$ cat config.mk
export PLATFORM = sky130hd
export DESIGN_NAME = rtc_alarm_core
export DESIGN_NICKNAME = d
export VERILOG_FILES = /design/src/rtl/rtc_alarm_pkg.sv /design/src/rtl/rtc_alarm_core.sv
export VERILOG_INCLUDE_DIRS = /design/src /design/src/rtl
export SDC_FILE = /design/constraint.sdc
export NUM_CORES = 1
export LEC_CHECK = 0
export BUFFER_PORTS_ARGS = -buffer_cell sky130_fd_sc_hd__buf_2
export CAP_MARGIN = 20
export CORE_ASPECT_RATIO = 1.5
export CORE_MARGIN = 2
export CORE_UTILIZATION = 55
export CTS_BUF_LIST = sky130_fd_sc_hd__clkbuf_8
export DETAILED_ROUTE_END_ITERATION = 8
export PLACE_DENSITY = 0.72
export SYNTH_ARGS = -nofsm -noshare
export SYNTH_HDL_FRONTEND = slang
export SYNTH_SLANG_ARGS = --single-unit
export TNS_END_PERCENT = 30
$ cat constraint.sdc
create_clock -name i_core_clk -period 6.7 [get_ports i_core_clk]
set_input_delay 1.005 -clock i_core_clk [delete_from_list [all_inputs] [get_ports i_core_clk]]
set_output_delay 1.005 -clock i_core_clk [all_outputs]
set_load 0.005 [all_outputs]
$ cat src/rtl/rtc_alarm_map.svh
// Purpose: register offsets, field positions, reset values and counts
// Assumes: included by the package users, bare name
// Notes: offsets are byte indices seen by the two-wire pointer
`ifndef RTC_ALARM_MAP_SVH
`define RTC_ALARM_MAP_SVH

`define OFS_CONTROL_ONE 8'h00
`define OFS_CONTROL_STATUS_TWO 8'h01
`define OFS_SECONDS_COUNT 8'h02
`define OFS_MINUTES_COUNT 8'h03
`define OFS_HOURS_COUNT 8'h04
`define OFS_DATE_COUNT 8'h05
`define OFS_WEEKDAY_COUNT 8'h06
`define OFS_ALARM_MINUTE 8'h09
`define OFS_ALARM_HOUR 8'h0a
`define OFS_ALARM_DATE 8'h0b
`define OFS_ALARM_WEEKDAY 8'h0c

// control one
`define BIT_EXT_TICK_TEST_SELECT 7
`define BIT_DIVIDER_HALT 5
`define BIT_OVERRIDE_PERMIT 3
// control status two
`define BIT_COUNTDOWN_IRQ_STYLE 4
`define BIT_ALARM_HIT_FLAG 3
`define BIT_COUNTDOWN_FLAG 2
`define BIT_ALARM_IRQ_ENABLE 1
`define BIT_COUNTDOWN_IRQ_ENABLE 0
// seconds, alarm registers
`define BIT_OSCILLATOR_FAIL_FLAG 7
`define BIT_ALARM_FIELD_DISABLE 7

`define RST_OVERRIDE_PERMIT 1'b1
`define RST_OSCILLATOR_FAIL_FLAG 1'b1
`define RST_ALARM_FIELD_DISABLE 1'b1

`define SLAVE_ADDR_7 7'h51
`define PRESCALE_FIRST_STEP 6'h1f

`define BCD_MAX_SECONDS 8'h59
`define BCD_MAX_MINUTES 8'h59
`define BCD_MAX_HOURS 8'h23
`define BCD_MAX_DATE 8'h31
`define BCD_MIN_DATE 8'h01
`define MAX_WEEKDAY 3'h6

`endif

$ cat src/rtl/rtc_alarm_pkg.sv
// Purpose: types shared by the alarm and serial port block
// Assumes: nothing is imported, users write rtc_alarm_pkg::name
// Notes: all block state lives in core_state_s
package rtc_alarm_pkg;

  typedef enum logic [3:0] {
    BUS_IDLE,
    BUS_ADDR,
    BUS_ACK,
    BUS_WRITE,
    BUS_READ,
    BUS_READ_ACK,
    BUS_WAIT_STOP
  } bus_state_e;

  // open-drain pin: out is the driven level, oe high while driving
  typedef struct packed {
    logic out;
    logic oe;
  } pin_drive_s;

  typedef struct packed {
    logic test_sel;
    logic halt;
    logic permit;
    logic irq_style;
    logic hit_flag;
    logic cd_flag;
    logic alarm_irq_enable;
    logic countdown_irq_enable;
    logic oscillator_fail_flag;
    logic [6:0] sec;
    logic [6:0] min;
    logic [5:0] hour;
    logic [5:0] date;
    logic [2:0] wday;
    logic [7:0] al_min;
    logic [7:0] al_hour;
    logic [7:0] al_date;
    logic [7:0] al_wday;
    logic [5:0] prescale;
    logic sqw_q;
    logic match_q;
    logic por;
    logic override;
    logic scl_q;
    logic sda_q;
    bus_state_e bus;
    logic [3:0] bit_cnt;
    logic [7:0] shift;
    logic [7:0] ptr;
    logic ptr_loaded;
    logic reading;
    logic nack;
    pin_drive_s sda;
    pin_drive_s square_wave_pin;
  } core_state_s;

endpackage : rtc_alarm_pkg

$ cat src/rtl/rtc_alarm_core.sv
// Purpose: alarm compare, tick pre-scaler with external test tick,
//   reset override and two-wire slave register port of a clock device
// Assumes: all inputs synchronous to i_core_clk; i_tick_64hz is a one-cycle
//   pulse; SCL/SDA are slow against the 40 MHz clock
// Notes: one packed state, one combinational next-state, one register
`timescale 1ns/1ps
`include "rtc_alarm_map.svh"

// What this block does
// - compare alarm fields whose disable bit is zero
// - set hit flag when enabled fields first match
// - flag sticky; re-set only on new match entry
// - disabled alarm fields ignored entirely
// - alarm minute 09, alarm hour 0A layouts
// - alarm date 0B, alarm weekday 0C layouts
// - test select makes square-wave pin an input
// - test mode: pin edges replace 64 Hz tick
// - six-stage pre-scaler divides tick to seconds
// - halt bit holds pre-scaler at zero
// - first second after 32 edges, then 64
// - override sequence ends power-on reset immediately
// - writing permit zero ends override mode only
// - no override re-entry until permit is one
// - START/STOP detected with SCL high; repeated START
// - bytes are eight bits, MSB first, unlimited
// - register pointer increments after every data byte
// - transmitter releases SDA; receiver acks ninth clock
// - master no-ack ends reading; wait for STOP
// - respond only to address A2/A3 first byte
// - hit flag: write zero clears, one keeps
// - halt clears divider; square wave continues
// - override permit resets to one
module rtc_alarm_core (
  // clock and reset
  input wire logic i_core_clk,
  input wire logic i_sys_rst,
  // time base and oscillator start-up
  input wire logic i_tick_64hz,
  input wire logic i_osc_ready,
  input wire logic i_override_seq,
  // square-wave pin and the wave to put on it
  input wire logic i_sqw_wave,
  input wire logic i_sqw,
  output rtc_alarm_pkg::pin_drive_s o_sqw,
  // two-wire bus
  input wire logic i_scl,
  input wire logic i_sda,
  output rtc_alarm_pkg::pin_drive_s o_sda,
  // status
  output logic o_por_active,
  output logic o_override_active,
  output logic o_alarm_hit,
  output logic o_external_tick_mode
);

  rtc_alarm_pkg::core_state_s state_ff;
  rtc_alarm_pkg::core_state_s nxt_state;

  // returns {carry, next bcd}
  function automatic logic [8:0] bcd_step(input logic [7:0] v, input logic [7:0] top,
                                          input logic [7:0] base);
    if (v == top)
      bcd_step = {1'b1, base};
    else if (v[3:0] == 4'h9)
      bcd_step = {1'b0, v[7:4] + 4'h1, 4'h0};
    else
      bcd_step = {1'b0, v[7:4], v[3:0] + 4'h1};
  endfunction : bcd_step

  // one alarm field takes part only while its disable bit is clear
  function automatic logic field_ok(input logic [7:0] al, input logic [7:0] cur);
    field_ok = al[`BIT_ALARM_FIELD_DISABLE] || (al[6:0] == cur[6:0]);
  endfunction : field_ok

  function automatic logic [7:0] reg_read(input logic [7:0] a,
                                          input rtc_alarm_pkg::core_state_s s);
    reg_read = 8'h00;
    case (a)
      `OFS_CONTROL_ONE:
      begin
        reg_read[`BIT_EXT_TICK_TEST_SELECT] = s.test_sel;
        reg_read[`BIT_DIVIDER_HALT] = s.halt;
        reg_read[`BIT_OVERRIDE_PERMIT] = s.permit;
      end
      `OFS_CONTROL_STATUS_TWO:
      begin
        reg_read[`BIT_COUNTDOWN_IRQ_STYLE] = s.irq_style;
        reg_read[`BIT_ALARM_HIT_FLAG] = s.hit_flag;
        reg_read[`BIT_COUNTDOWN_FLAG] = s.cd_flag;
        reg_read[`BIT_ALARM_IRQ_ENABLE] = s.alarm_irq_enable;
        reg_read[`BIT_COUNTDOWN_IRQ_ENABLE] = s.countdown_irq_enable;
      end
      `OFS_SECONDS_COUNT: reg_read = {s.oscillator_fail_flag, s.sec};
      `OFS_MINUTES_COUNT: reg_read = {1'b0, s.min};
      `OFS_HOURS_COUNT: reg_read = {2'b00, s.hour};
      `OFS_DATE_COUNT: reg_read = {2'b00, s.date};
      `OFS_WEEKDAY_COUNT: reg_read = {5'h00, s.wday};
      `OFS_ALARM_MINUTE: reg_read = s.al_min;
      `OFS_ALARM_HOUR: reg_read = {s.al_hour[7], 1'b0, s.al_hour[5:0]};
      `OFS_ALARM_DATE: reg_read = {s.al_date[7], 1'b0, s.al_date[5:0]};
      `OFS_ALARM_WEEKDAY: reg_read = {s.al_wday[7], 4'h0, s.al_wday[2:0]};
      default: reg_read = 8'h00;
    endcase
  endfunction : reg_read

  logic tick;
  logic second;
  logic any_enabled;
  logic match;
  logic scl_rise;
  logic scl_fall;
  logic start_seen;
  logic stop_seen;
  logic do_write;
  logic [7:0] wr_data;
  logic [8:0] step_s;
  logic [8:0] step_m;
  logic [8:0] step_h;
  logic [8:0] step_d;
  logic [7:0] rd_byte;

  always_comb
  begin
    nxt_state = state_ff;
    do_write = 1'b0;
    wr_data = state_ff.shift;
    step_s = 9'h000;
    step_m = 9'h000;
    step_h = 9'h000;
    step_d = 9'h000;
    rd_byte = reg_read(state_ff.ptr, state_ff);

    // tick source: pin edges in test mode, else the internal 64 Hz pulse
    nxt_state.sqw_q = i_sqw;
    if (state_ff.test_sel)
      tick = i_sqw && !state_ff.sqw_q;
    else
      tick = i_tick_64hz;

    // pre-scaler; halt is sampled each clock, so it clears within one cycle
    second = 1'b0;
    if (state_ff.halt)
      nxt_state.prescale = 6'h00;
    else if (tick)
    begin
      nxt_state.prescale = state_ff.prescale + 6'h01;
      // a second falls on the step to 32, so 32 edges after halt, then 64
      second = (state_ff.prescale == `PRESCALE_FIRST_STEP);
    end

    // time chain, carried just far enough to keep the compare fields moving
    if (second)
    begin
      step_s = bcd_step({1'b0, state_ff.sec}, `BCD_MAX_SECONDS, 8'h00);
      nxt_state.sec = step_s[6:0];
      if (step_s[8])
      begin
        step_m = bcd_step({1'b0, state_ff.min}, `BCD_MAX_MINUTES, 8'h00);
        nxt_state.min = step_m[6:0];
      end
      if (step_s[8] && step_m[8])
      begin
        step_h = bcd_step({2'b00, state_ff.hour}, `BCD_MAX_HOURS, 8'h00);
        nxt_state.hour = step_h[5:0];
      end
      if (step_s[8] && step_m[8] && step_h[8])
      begin
        // month length is not known here; date wraps at its widest range
        step_d = bcd_step({2'b00, state_ff.date}, `BCD_MAX_DATE, `BCD_MIN_DATE);
        nxt_state.date = step_d[5:0];
        if (state_ff.wday == `MAX_WEEKDAY)
          nxt_state.wday = 3'h0;
        else
          nxt_state.wday = state_ff.wday + 3'h1;
      end
    end

    // alarm compare; an alarm with every field disabled never fires
    any_enabled = !(state_ff.al_min[7] && state_ff.al_hour[7] &&
                    state_ff.al_date[7] && state_ff.al_wday[7]);
    match = any_enabled &&
            field_ok(state_ff.al_min, {1'b0, state_ff.min}) &&
            field_ok({state_ff.al_hour[7], 1'b0, state_ff.al_hour[5:0]},
                     {2'b00, state_ff.hour}) &&
            field_ok({state_ff.al_date[7], 1'b0, state_ff.al_date[5:0]},
                     {2'b00, state_ff.date}) &&
            field_ok({state_ff.al_wday[7], 4'h0, state_ff.al_wday[2:0]},
                     {5'h00, state_ff.wday});
    nxt_state.match_q = match;

    // power-on reset and its override
    if (i_osc_ready)
      nxt_state.por = 1'b0;
    if (i_override_seq && state_ff.permit && !state_ff.override)
    begin
      nxt_state.override = 1'b1;
      nxt_state.por = 1'b0;
    end

    // square-wave pin: input in test mode, open-drain wave otherwise
    nxt_state.square_wave_pin.out = 1'b0;
    nxt_state.square_wave_pin.oe = !nxt_state.test_sel && !i_sqw_wave;

    // two-wire bus conditions
    nxt_state.scl_q = i_scl;
    nxt_state.sda_q = i_sda;
    scl_rise = i_scl && !state_ff.scl_q;
    scl_fall = !i_scl && state_ff.scl_q;
    start_seen = i_scl && state_ff.scl_q && state_ff.sda_q && !i_sda;
    stop_seen = i_scl && state_ff.scl_q && !state_ff.sda_q && i_sda;

    if (state_ff.por || stop_seen)
    begin
      nxt_state.bus = rtc_alarm_pkg::BUS_IDLE;
      nxt_state.sda.oe = 1'b0;
    end
    else if (start_seen)
    begin
      // a start in mid-transfer is a repeated start, same handling
      nxt_state.bus = rtc_alarm_pkg::BUS_ADDR;
      nxt_state.bit_cnt = 4'h0;
      nxt_state.ptr_loaded = 1'b0;
      nxt_state.sda.oe = 1'b0;
    end
    else
    begin
      case (state_ff.bus)
        rtc_alarm_pkg::BUS_ADDR, rtc_alarm_pkg::BUS_WRITE:
        begin
          if (scl_rise && state_ff.bit_cnt < 4'h8)
          begin
            nxt_state.shift = {state_ff.shift[6:0], i_sda};
            nxt_state.bit_cnt = state_ff.bit_cnt + 4'h1;
          end
          else if (scl_fall && state_ff.bit_cnt == 4'h8)
          begin
            if (state_ff.bus == rtc_alarm_pkg::BUS_ADDR)
            begin
              if (state_ff.shift[7:1] == `SLAVE_ADDR_7)
              begin
                nxt_state.reading = state_ff.shift[0];
                nxt_state.sda.oe = 1'b1;
                nxt_state.bus = rtc_alarm_pkg::BUS_ACK;
              end
              else
                nxt_state.bus = rtc_alarm_pkg::BUS_IDLE;
            end
            else
            begin
              nxt_state.sda.oe = 1'b1;
              nxt_state.bus = rtc_alarm_pkg::BUS_ACK;
              if (!state_ff.ptr_loaded)
              begin
                nxt_state.ptr = state_ff.shift;
                nxt_state.ptr_loaded = 1'b1;
              end
              else
              begin
                do_write = 1'b1;
                nxt_state.ptr = state_ff.ptr + 8'h01;
              end
            end
          end
        end
        rtc_alarm_pkg::BUS_ACK:
        begin
          if (scl_fall)
          begin
            nxt_state.bit_cnt = 4'h0;
            if (state_ff.reading)
            begin
              // read from the pointer left by earlier access
              nxt_state.shift = rd_byte;
              nxt_state.ptr = state_ff.ptr + 8'h01;
              nxt_state.sda.oe = !rd_byte[7];
              nxt_state.bus = rtc_alarm_pkg::BUS_READ;
            end
            else
            begin
              nxt_state.sda.oe = 1'b0;
              nxt_state.bus = rtc_alarm_pkg::BUS_WRITE;
            end
          end
        end
        rtc_alarm_pkg::BUS_READ:
        begin
          if (scl_fall)
          begin
            nxt_state.bit_cnt = state_ff.bit_cnt + 4'h1;
            nxt_state.shift = {state_ff.shift[6:0], 1'b0};
            if (state_ff.bit_cnt == 4'h7)
            begin
              nxt_state.sda.oe = 1'b0;
              nxt_state.bus = rtc_alarm_pkg::BUS_READ_ACK;
            end
            else
              nxt_state.sda.oe = !state_ff.shift[6];
          end
        end
        rtc_alarm_pkg::BUS_READ_ACK:
        begin
          if (scl_rise)
            nxt_state.nack = i_sda;
          else if (scl_fall)
          begin
            if (state_ff.nack)
              nxt_state.bus = rtc_alarm_pkg::BUS_WAIT_STOP;
            else
            begin
              nxt_state.bit_cnt = 4'h0;
              nxt_state.shift = rd_byte;
              nxt_state.ptr = state_ff.ptr + 8'h01;
              nxt_state.sda.oe = !rd_byte[7];
              nxt_state.bus = rtc_alarm_pkg::BUS_READ;
            end
          end
        end
        rtc_alarm_pkg::BUS_WAIT_STOP: nxt_state.sda.oe = 1'b0;
        default: nxt_state.sda.oe = 1'b0;
      endcase
    end
    nxt_state.sda.out = 1'b0;

    // register writes win over the time chain in the same cycle
    if (do_write)
    begin
      case (state_ff.ptr)
        `OFS_CONTROL_ONE:
        begin
          nxt_state.test_sel = wr_data[`BIT_EXT_TICK_TEST_SELECT];
          nxt_state.halt = wr_data[`BIT_DIVIDER_HALT];
          nxt_state.permit = wr_data[`BIT_OVERRIDE_PERMIT];
          if (!wr_data[`BIT_OVERRIDE_PERMIT])
            nxt_state.override = 1'b0;
        end
        `OFS_CONTROL_STATUS_TWO:
        begin
          nxt_state.irq_style = wr_data[`BIT_COUNTDOWN_IRQ_STYLE];
          nxt_state.alarm_irq_enable = wr_data[`BIT_ALARM_IRQ_ENABLE];
          nxt_state.countdown_irq_enable = wr_data[`BIT_COUNTDOWN_IRQ_ENABLE];
          if (!wr_data[`BIT_ALARM_HIT_FLAG])
            nxt_state.hit_flag = 1'b0;
          if (!wr_data[`BIT_COUNTDOWN_FLAG])
            nxt_state.cd_flag = 1'b0;
        end
        `OFS_SECONDS_COUNT:
        begin
          nxt_state.oscillator_fail_flag = wr_data[`BIT_OSCILLATOR_FAIL_FLAG];
          nxt_state.sec = wr_data[6:0];
        end
        `OFS_MINUTES_COUNT: nxt_state.min = wr_data[6:0];
        `OFS_HOURS_COUNT: nxt_state.hour = wr_data[5:0];
        `OFS_DATE_COUNT: nxt_state.date = wr_data[5:0];
        `OFS_WEEKDAY_COUNT: nxt_state.wday = wr_data[2:0];
        `OFS_ALARM_MINUTE: nxt_state.al_min = wr_data;
        `OFS_ALARM_HOUR: nxt_state.al_hour = {wr_data[7], 1'b0, wr_data[5:0]};
        `OFS_ALARM_DATE: nxt_state.al_date = {wr_data[7], 1'b0, wr_data[5:0]};
        `OFS_ALARM_WEEKDAY: nxt_state.al_wday = {wr_data[7], 4'h0, wr_data[2:0]};
        default: nxt_state.oscillator_fail_flag = nxt_state.oscillator_fail_flag;
      endcase
    end

    // only the step into a match sets the flag; set beats a same-cycle clear
    if (match && !state_ff.match_q)
      nxt_state.hit_flag = 1'b1;
  end

  always_ff @(posedge i_core_clk or posedge i_sys_rst)
  begin
    if (i_sys_rst)
    begin
      state_ff <= '0;
      state_ff.permit <= `RST_OVERRIDE_PERMIT;
      state_ff.oscillator_fail_flag <= `RST_OSCILLATOR_FAIL_FLAG;
      state_ff.al_min <= 8'h80;
      state_ff.al_hour <= 8'h80;
      state_ff.al_date <= 8'h80;
      state_ff.al_wday <= 8'h80;
      state_ff.por <= 1'b1;
      state_ff.scl_q <= 1'b1;
      state_ff.sda_q <= 1'b1;
      state_ff.bus <= rtc_alarm_pkg::BUS_IDLE;
    end
    else
      state_ff <= nxt_state;
  end

  assign o_sqw = state_ff.square_wave_pin;
  assign o_sda = state_ff.sda;
  assign o_por_active = state_ff.por;
  assign o_override_active = state_ff.override;
  assign o_alarm_hit = state_ff.hit_flag;
  assign o_external_tick_mode = state_ff.test_sel;

endmodule : rtc_alarm_core

# --- Yosys cells after proc, flatten, opt, wreduce, memory -nomap -nowiden ---
# Index checks and enable logic that the tools add are counted.
word_totals:
  regBits: 104
  latchBits: 0
  mem_bits_rw: 0
  rom_bits: 0
  word_cells: 272
  memories: 0
op_classes:
  addsub: 12
  multipliers: 0
  n_div: 0
  order_cmp: 1
  n_eq_ne: 60
  shift: 0
  n_mux: 95
  bitwise: 3
  reduce_logical: 68
op_table:
  columns: ["cell", "n"]
  rows:
  - ["$mux W9", 10]
  - ["$mux W24", 3]
  - ["$mux W66", 1]
  - ["$mux W8", 8]
  - ["$pmux W16 S4", 1]
  - ["$mux W6", 7]
  - ["$mux W1", 33]
  - ["$eq A8 B4 Y1 const B", 4]
  - ["$mux W16", 2]
  - ["$ne A4 B4 Y1 const B", 8]
  - ["$pmux W3 S10", 1]
  - ["$mux W29", 1]
  - ["$mux W7", 4]
  - ["$eq A8 B3 Y1 const B", 3]
  - ["$mux W4", 6]
  - ["$ne A2 B2 Y1 const B", 12]
  - ["$pmux W8 S3", 1]
  - ["$reduce_and A8 Y1", 3]
  - ["$logic_and A1 B1 Y1", 23]
  - ["$eq A7 B7 Y1 const B", 3]
  - ["$add A4 B1 Y4 const B", 5]
  - ["$eq A4 B4 Y1 const B", 5]
  - ["$mux W10", 2]
  - ["$mux W20", 1]
  - ["46 further kinds", 92]

# --- Longest topological paths before layout ---
# Gate-level depths: netlist of the first run.
logic_depth:
  depth_word: 17
  ltp_mapped: 8
  ltp_nobuf: 7

# --- Worst setup path after synthesis of the first run ---
# OpenSTA, ideal clock, no wires.
synth_timing:
  path_type: "input port to flip-flop"
  from: "input port i_scl"
  to: "register state_ff[51] in the netlist's numbering"
  arrival_ps: 2411
  path_slack_ps: 4164
  stages: 7
  cell_sequence: "buf_2 > and4b_1 > nor4_4 > and2_1 > buf_4 > nand3_2 > mux2_2"
synth_between:
  elab_chain_len: 9
  word_cells_on_any_way: 17
  cone_classes: "5 x mux; 12 x reduce/logical"
synth_lines:
  columns: ["element", "line", "text"]
  rows:
  - ["from (decl)", "rtc_alarm_core.sv:46", "input wire logic i_scl,"]
  - ["$logic_not A1 Y1", "rtc_alarm_core.sv:208", "scl_fall = !i_scl && state_ff.scl_q;"]
  - ["$logic_and A1 B1 Y1", "rtc_alarm_core.sv:208", null]
  - ["$logic_and A1 B1 Y1", "rtc_alarm_core.sv:235", "else if (scl_fall && state_ff.bit_cnt == 4'h8)"]
  - ["$mux W1", "rtc_alarm_core.sv:235", null]
  - ["$mux W1", "rtc_alarm_core.sv:230", "if (scl_rise && state_ff.bit_cnt < 4'h8)"]
  - ["$mux W1", "rtc_alarm_core.sv:227", "case (state_ff.bus)"]
  - ["$mux W1", "rtc_alarm_core.sv:217", "else if (start_seen)"]
  - ["$mux W1 *", "rtc_alarm_core.sv:212", "if (state_ff.por || stop_seen)"]
  - ["$reduce_and A2 Y1 (no source line) *", null, null]
  - ["to (signal assigned)", "rtc_alarm_core.sv:385", "state_ff <= nxt_state;"]
  - ["to (decl)", "rtc_alarm_core.sv:56", "rtc_alarm_pkg::core_state_s state_ff;"]
# Every way passes the cells marked *; elsewhere a longest branch is shown, timed or not.
# A chain may end at the register's enable or synchronous reset.

==> metrics.md, run 1 <==
| Metric | Value |
|---|---|
| Initial drt markers | 413 |
| Routed vias/inst | 6.74 |
| Max-Cap Viols | 0 |
| H-Tree Depth | 3 |
| Unrepaired setup endpoints after global routing | false |
| Synth Instances | 722 |
| Fin crit share | 44.6% |
| Final min period | 2.99 ns |
| Core ar. | 12000 sq um |
| Worst r2r dst | state_ff[83] |
| FMAX | 335 MHz |
| I/O pins | 17 |
| Hold EP | o_alarm_hit |
| Worst-margin pin slew | 1.02 ns |
| Most frequent cell after synthesis | dfrtp_1 |
| Switching part of the total | 44.6% |
| Die Wd | 94.6 microns |
| Hold path start | state_ff[35] |
| Reg2Reg Depth | 5 |
| Die ar. | 13200 sq um |
| Starting Density | 56.3% |
| Height of the chip | 140 microns |
| Layout cells sized above 1 | 15.1% |
| Yosys cell types | 85 |
| Post-DP HPWL | 14.1 mm |
| Total track usage | 30.5% |
| Sequential-to-total area share from yosys stat | 38.2% |
| GP Congestion | 0.969 |
| Fin area | 7020 sq um |
| Synth area leader | dfrtp_1 |
| CP arrival | 3.25 ns |
| Total CTS buffers | 9 |
| Ys flop type | dfrtp_1 |
| Cts repair resizes | 0 |
| Internal power | 0.00113 W |
| Drt total wl | 19.5 mm |
| Worst slew margin | 31.2% |
| Ranking of synthesized cells by area | dfrtp_1, mux2_2, dfstp_2, ha_1, a21oi_1 |
| Comb power frac | 36.0% |
| Flops & latches, synth | 103 |
| Skew final | 0.00928 ns |
| Pins Over Slew Limit | 0 |
| Multi-input logic area | 3830 sq um |
| Final hold slack | 0.448 ns |
| R2r startpoint | state_ff[111] |
| CTS tree | yes |
| Fin util | 58.4% |
| Clock Power Share | 18.9% |
| Finish-stage setup viols | 0 |
| Hold_buf cts | 0 |
| Post-CTS setup buffers | 0 |
| Yosys warns | 0 |
| Path type of the worst min-delay path | flop to flop |
| Worst skew pair latency | 0.39 ns |
| Clock slew at reported path FFs | 0.11 ns |
| Asr flop ratio synth | 100% |
| Critical path capture point type | flop |
| Mapped Area | 6770 sq um |
| First-pass GRT wire length | 30.6 mm |
| Setup TNS | 0 ns |
| Outcome | complete, no violations |
| # diodes | 0 |
| Syn avg cell area | 9.38 sq um |
| Antenna Nets Post-Route | 0 |
| VDD IR max | 0.183 mV |
| Initial DRT Pass Iterations | 5 |
| Row count | 49 |
| Root Buffer Master | clkbuf_8 |
| Synth top area share | 34.7% |
| WL per Instance | 22.6 microns |
| Reg power frac | 45.1% |
| Initial antenna violation count | 0 |
| Post-synth EDFFs | 0 |
| Worst Setup Path Type | flop to flop |
| Crit Path Max Fanout | 10 |
| Vias in the first global route | 5756 |
| Post-synth top cells | dfrtp_1, nor2_1, a21oi_1, nand2_1, mux2_2 |
| Area after DPL | 6830 sq um |
| # clock sinks | 103 |
| Final Hold Vio Count | 0 |
| FF+latch area | 2590 sq um |
| Drt drc | 0 |
| I/O Buffers | 14 |
| NetSw | 0.000908 W |
| DR vias | 5802 |
| Pleak | 3.14 nW |
| CP startpoint kind | flop |
| GRT Residual Overflow | 0 |
| Pwr Density | 290 nW/um^2 |
| Largest net degree at the start of global routing | 57 |
| Synthesis-to-layout area growth | 3.71% |
| Worst R2R Setup Slack | 3.71 ns |
| Req. time, crit path | 6.96 ns |
| Worst hold path depth | 1 |
| Nets@finish | 730 |
| Clk buf depth | 2 |
| FILL cells | 1077 |
-- final cells by class --
cell class,count,area share (%)
Clock buffer,10,1.96
Clock inverter,6,0.713
Inverter,29,1.59
Multi-Input combinational cell,540,54.5
Sequential cell,103,36.9
Tap cell,153,2.73
Timing Repair Buffer,20,1.64
-- worst max-delay path by stage --
| stage | start | endpoint | slack, ns | cells after the start |
|---|---|---|---|---|
| floorplan | i_sys_rst | o_alarm_hit | 3.01 | 1 |
| global placement | i_sda | wr_data[2] | 3.79 | 6 |
| detailed placement | i_sda | wr_data[2] | 3.72 | 6 |
| CTS | state_ff[111] | state_ff[83] | 3.73 | 5 |
| global route | state_ff[111] | state_ff[75] | 3.34 | 5 |
| finish | state_ff[111] | state_ff[83] | 3.71 | 5 |
-- power groups by stage --
stage	sequential, W	clock (W)	combinational, W
6_report	0.000918	0.000384	0.000734
5_1_grt	0.000932	0.000423	0.000789
4_1_cts	0.000910	0.000393	0.000719
3_5_place_dp	0.000922	0	0.000717
3_3_place_gp	0.000916	0	0.000697
2_1_floorplan	0.000787	0	0.000620
-- metal layers --
metal / track usage, % / up-vias / wire (microns)
met2: 52.1 / 228 / 9950
met4: 20.4 / 0 / 1280
met5: 0 / - / 0
met3: 5.31 / 82 / 1000
met1: 34.2 / 2858 / 7230
li1: - / 2634 / -
-- sequential cells by signal (all words and copies together) (netlist names) --
signal / cells
o_alarm_hit: 1
o_sqw: 1
o_override_active: 1
state_ff: 89
o_por_active: 1
o_external_tick_mode: 1
o_sda: 1
wr_data: 8
-- per-stage QoR --
| stage | power, W | std cells | worst slack [ns] |
|---|---|---|---|
| after detailed placement | 0.00164 | 845 | 3.72 |
| after CTS | 0.00202 | 861 | 3.73 |
| after floorplan | 0.00141 | 723 | 3.01 |
| after global routing | 0.00214 | 861 | 3.34 |
| final | 0.00204 | 861 | 3.71 |
| after global placement | 0.00161 | 845 | 3.79 |
-- kinds of logic (layout without fill, tap and decap cells) --
group | count (synthesis) | count (layout) | share of synthesized area (%)
compound gates | 186 | 186 | 18.4
xor+xnor | 33 | 33 | 4.27
fa+ha+maj | 18 | 18 | 3.33
buf+inv | 80 | 65 | 5.29
flops | 103 | 103 | 38.2
mux | 61 | 61 | 9.79
other cells | 1 | 2 | 0.0554
simple gates | 240 | 240 | 20.6
-- worst max-delay path: stages (launching register included) --
cell and delay [ns]:
dfrtp_1 0.56, nor4bb_1 0.93, and2_0 0.51, nand4_2 0.27, o41ai_1 0.46, mux2i_1 0.12
-- placed cells by master, fill, tap and decap left out, types with 7 or more instances in the layout --
master,instances
nor4_1,10
o21ai_0,36
dfstp_2,9
nor2b_1,13
nand3_1,29
nor2_1,49
mux2i_1,19
nor3_1,9
o211ai_1,9
clkbuf_8,10
a221oi_1,7
nand2_1,44
mux2_2,42
inv_1,27
nand4_1,12
a22oi_1,9
and3_1,11
o31ai_1,11
a31oi_1,11
buf_2,14
xor2_1,20
a21oi_1,44
xnor2_1,13
dfrtp_1,94
ha_1,18
No activity file was read; power rests on OpenSTA's default activity.
==> inputs of run 2 (changes only) <==
PLACE_DENSITY = 0.74   (was 0.72)
clock period = 2.6 ns   (was 6.7 ns; I/O delays follow)
==> run 2 against run 1 <==
Sequential power increased to 2.6 times the previous value. Combinational power increased to 2.8 times the previous value. Register-to-register slack got worse by 3.5 ns. Critical path type unchanged.
==> metrics.md, run 2 (synthesis gave the netlist of run 1 again) <==
| Metric | Value |
|---|---|
| First-pass GRT wire length | 31.6 mm (+3.4%) |
| Crit Path Max Fanout | 7 (-3) |
| Final hold slack | 0.0769 ns (-0.371 ns) |
| Routed vias/inst | 6.62 (-1.7%) |
| VDD IR max | 0.443 mV (+140%) |
| Total CTS buffers | 9 (unchanged) |
| Final Hold Vio Count | 0 (unchanged) |
| Layout cells sized above 1 | 17.9% (+2.8 points) |
| Drt total wl | 20.0 mm (+2.7%) |
| Top cell family by delay on the critical path | simple AND/OR/NAND/NOR gates |
| WL met3 | 877 microns (-12%) |
| Fin crit share | 91.3% (+47 points) |
| Final setup margin | 0.225 ns (-3.49 ns) |
| Commonest non-fill, non-tap cells in the layout | dfrtp_1, nor2_1, nand2_1, a21oi_1, mux2_2 |
| Drt drc | 0 (unchanged) |
| H-Tree Depth | 3 (unchanged) |
| Synthesis-to-layout area growth | 6.69% |
| Worst skew pair latency | 0.39 ns (about the same) |
| Commonest non-fill, non-tap cell in the layout | dfrtp_1 |
| Row count | 49 (unchanged) |
| Setup TNS | 0 ns (unchanged) |
| WL per Instance | 22.6 microns (about the same) |
| Finish-stage setup viols | 0 (unchanged) |
| Req. time, crit path | 2.87 ns (-4.09 ns) |
| Worst path cell trace | inv_1 > ha_1 > nand3b_1 > nor4_4 > and2_1 > nand3_2 > mux2_2 |
| Critical path capture point type | flop |
| Worst Setup Path Type | flop to flop |
| Pleak | 3.26 nW (+3.9%) |
| CP arrival | 2.65 ns (-0.60 ns) |
| DR WL met2 | 10.6 mm (+6.3%) |
| Post-DP HPWL | 14.9 mm (+5.5%) |
| Total track usage | 31.5% (+0.92 points) |
| DR top layer | met4 |
| CP startpoint kind | flop |
| Worst slew margin | 48.9% (+18 points) |
| Max-Cap Viols | 0 (unchanged) |
| Root Buffer Master | clkbuf_8 |
| Clk buf depth | 2 (unchanged) |
| Starting Density | 56.3% (unchanged) |
| # clock sinks | 103 (unchanged) |
| Largest stage delay on the critical path | 0.44 ns (-0.49 ns) |
| # diodes | 0 (unchanged) |
| Die ar. | 13200 sq um (unchanged) |
| Initial drt markers | 411 (-0.48%) |
| Slowest-stage cell, CP | dfrtp_1 |
| Final min period | 2.37 ns (-0.615 ns) |
| Clock slew at reported path FFs | 0.11 ns (about the same) |
| Die Wd | 94.6 microns (unchanged) |
| Pins Over Slew Limit | 0 (unchanged) |
| CTS tree | yes |
| Initial antenna violation count | 0 (unchanged) |
| Pwr Density | 753 nW/um^2 (+160%) |
| Unrepaired setup endpoints after global routing | false |
| Core ar. | 12000 sq um (unchanged) |
| Max FFs per register | 89 (unchanged) |
| Path type of the worst min-delay path | input port to async pin |
| I/O Buffers | 14 (unchanged) |
| Routed metal-1 wire length | 7.45 mm (+3.0%) |
| DR vias | 5855 (+0.91%) |
| I/O pins | 17 (unchanged) |
| Height of the chip | 140 microns (unchanged) |
| Outcome | complete, no violations |
| FMAX | 421 MHz (+26%) |
| Biggest register | state_ff |
| Post-CTS setup buffers | 0 (unchanged) |
| Vias in the first global route | 5783 (+0.47%) |
| GP Congestion | 0.976 (+0.70%) |
| Place WS | 0.153 ns (-3.57 ns) |
| Worst-margin pin slew | 0.762 ns (-0.257 ns) |
| Largest net degree at the start of global routing | 62 (+8.8%) |
| GRT Residual Overflow | 0 (unchanged) |
| Nets@finish | 753 (+3.2%) |
| Antenna Nets Post-Route | 0 (unchanged) |
| Worst Path Buf+Inv | 1 (+1) |
| Initial DRT Pass Iterations | 5 (unchanged) |
| Skew final | 0.0135 ns (+0.00424 ns) |
[run 2: changes by cell type in the layout (fill, tap and decap cells not counted)]
cell / change
clkinv_2: +1
buf_4: +21
ha_2: +1
buf_12: +2
inv_4: -1
inv_8: +1
inv_6: -1
ha_1: -1
[run 2: per-layer routing]
metal  GRT usage (%)  vias up
li1                -     2677
met1            36.4     2883
met2            54.9      229
met3            4.49       66
met4            17.2        0
met5               0        -
[run 2: stage by stage]
stage | power [W] | cell area (sq um) | cells | utilization (%)
after global routing | 0.00573 | 7220 | 884 | 60.1
after global placement | 0.00435 | 7030 | 868 | 58.5
after CTS | 0.00541 | 7220 | 884 | 60.1
after floorplan | 0.00363 | 6780 | 723 | -
final | 0.00544 | 7220 | 884 | 60.1
after detailed placement | 0.00441 | 7030 | 868 | 58.5
[run 2: path summary, 6_finish.rpt]
| path | slack, ns | start | cells past startpoint | end |
|---|---|---|---|---|
| worst max-delay path | 0.23 | state_ff[23] | 7 | state_ff[55] |
| worst min-delay path | 0.08 | i_sys_rst | 3 | state_ff[94] |
| min in group i_core_clk | 0.11 | i_osc_ready | 2 | o_por_active |
| worst min register to register | 0.45 | state_ff[35] | 1 | o_alarm_hit |
| worst max register to register | 0.23 | state_ff[23] | 7 | state_ff[55] |
| max in group asynchronous | 2.17 | i_sys_rst | 3 | state_ff[32] |
[run 2: report_power, final]
part / switching (W) / total [W] / internal, W
clock: 0.000606 / 0.000994 / 0.000388
combinational: 0.00125 / 0.00207 / 0.000825
sequential: 0.000549 / 0.00237 / 0.00182
total: 0.00240 / 0.00544 / 0.00303
[run 2: timing repair]
item / CTS / global route
setup endpoints to repair: 0 / 5
gates resized for setup: 0 / 1
hold buffers: 0 / 0
[run 2: cell type report]
class,instances,area [sq um]
repair buffers,43,313
well taps,153,191
clock buffers,10,138
flip-flops and latches,103,2590
multi-input cells,540,3830
fillers,1096,4790
inverters,29,113
clock inverters,6,50.0
[run 2: worst min-delay path: cells and delay by family]
family                 cells  cell delay, ns
buffers and inverters      3            0.45
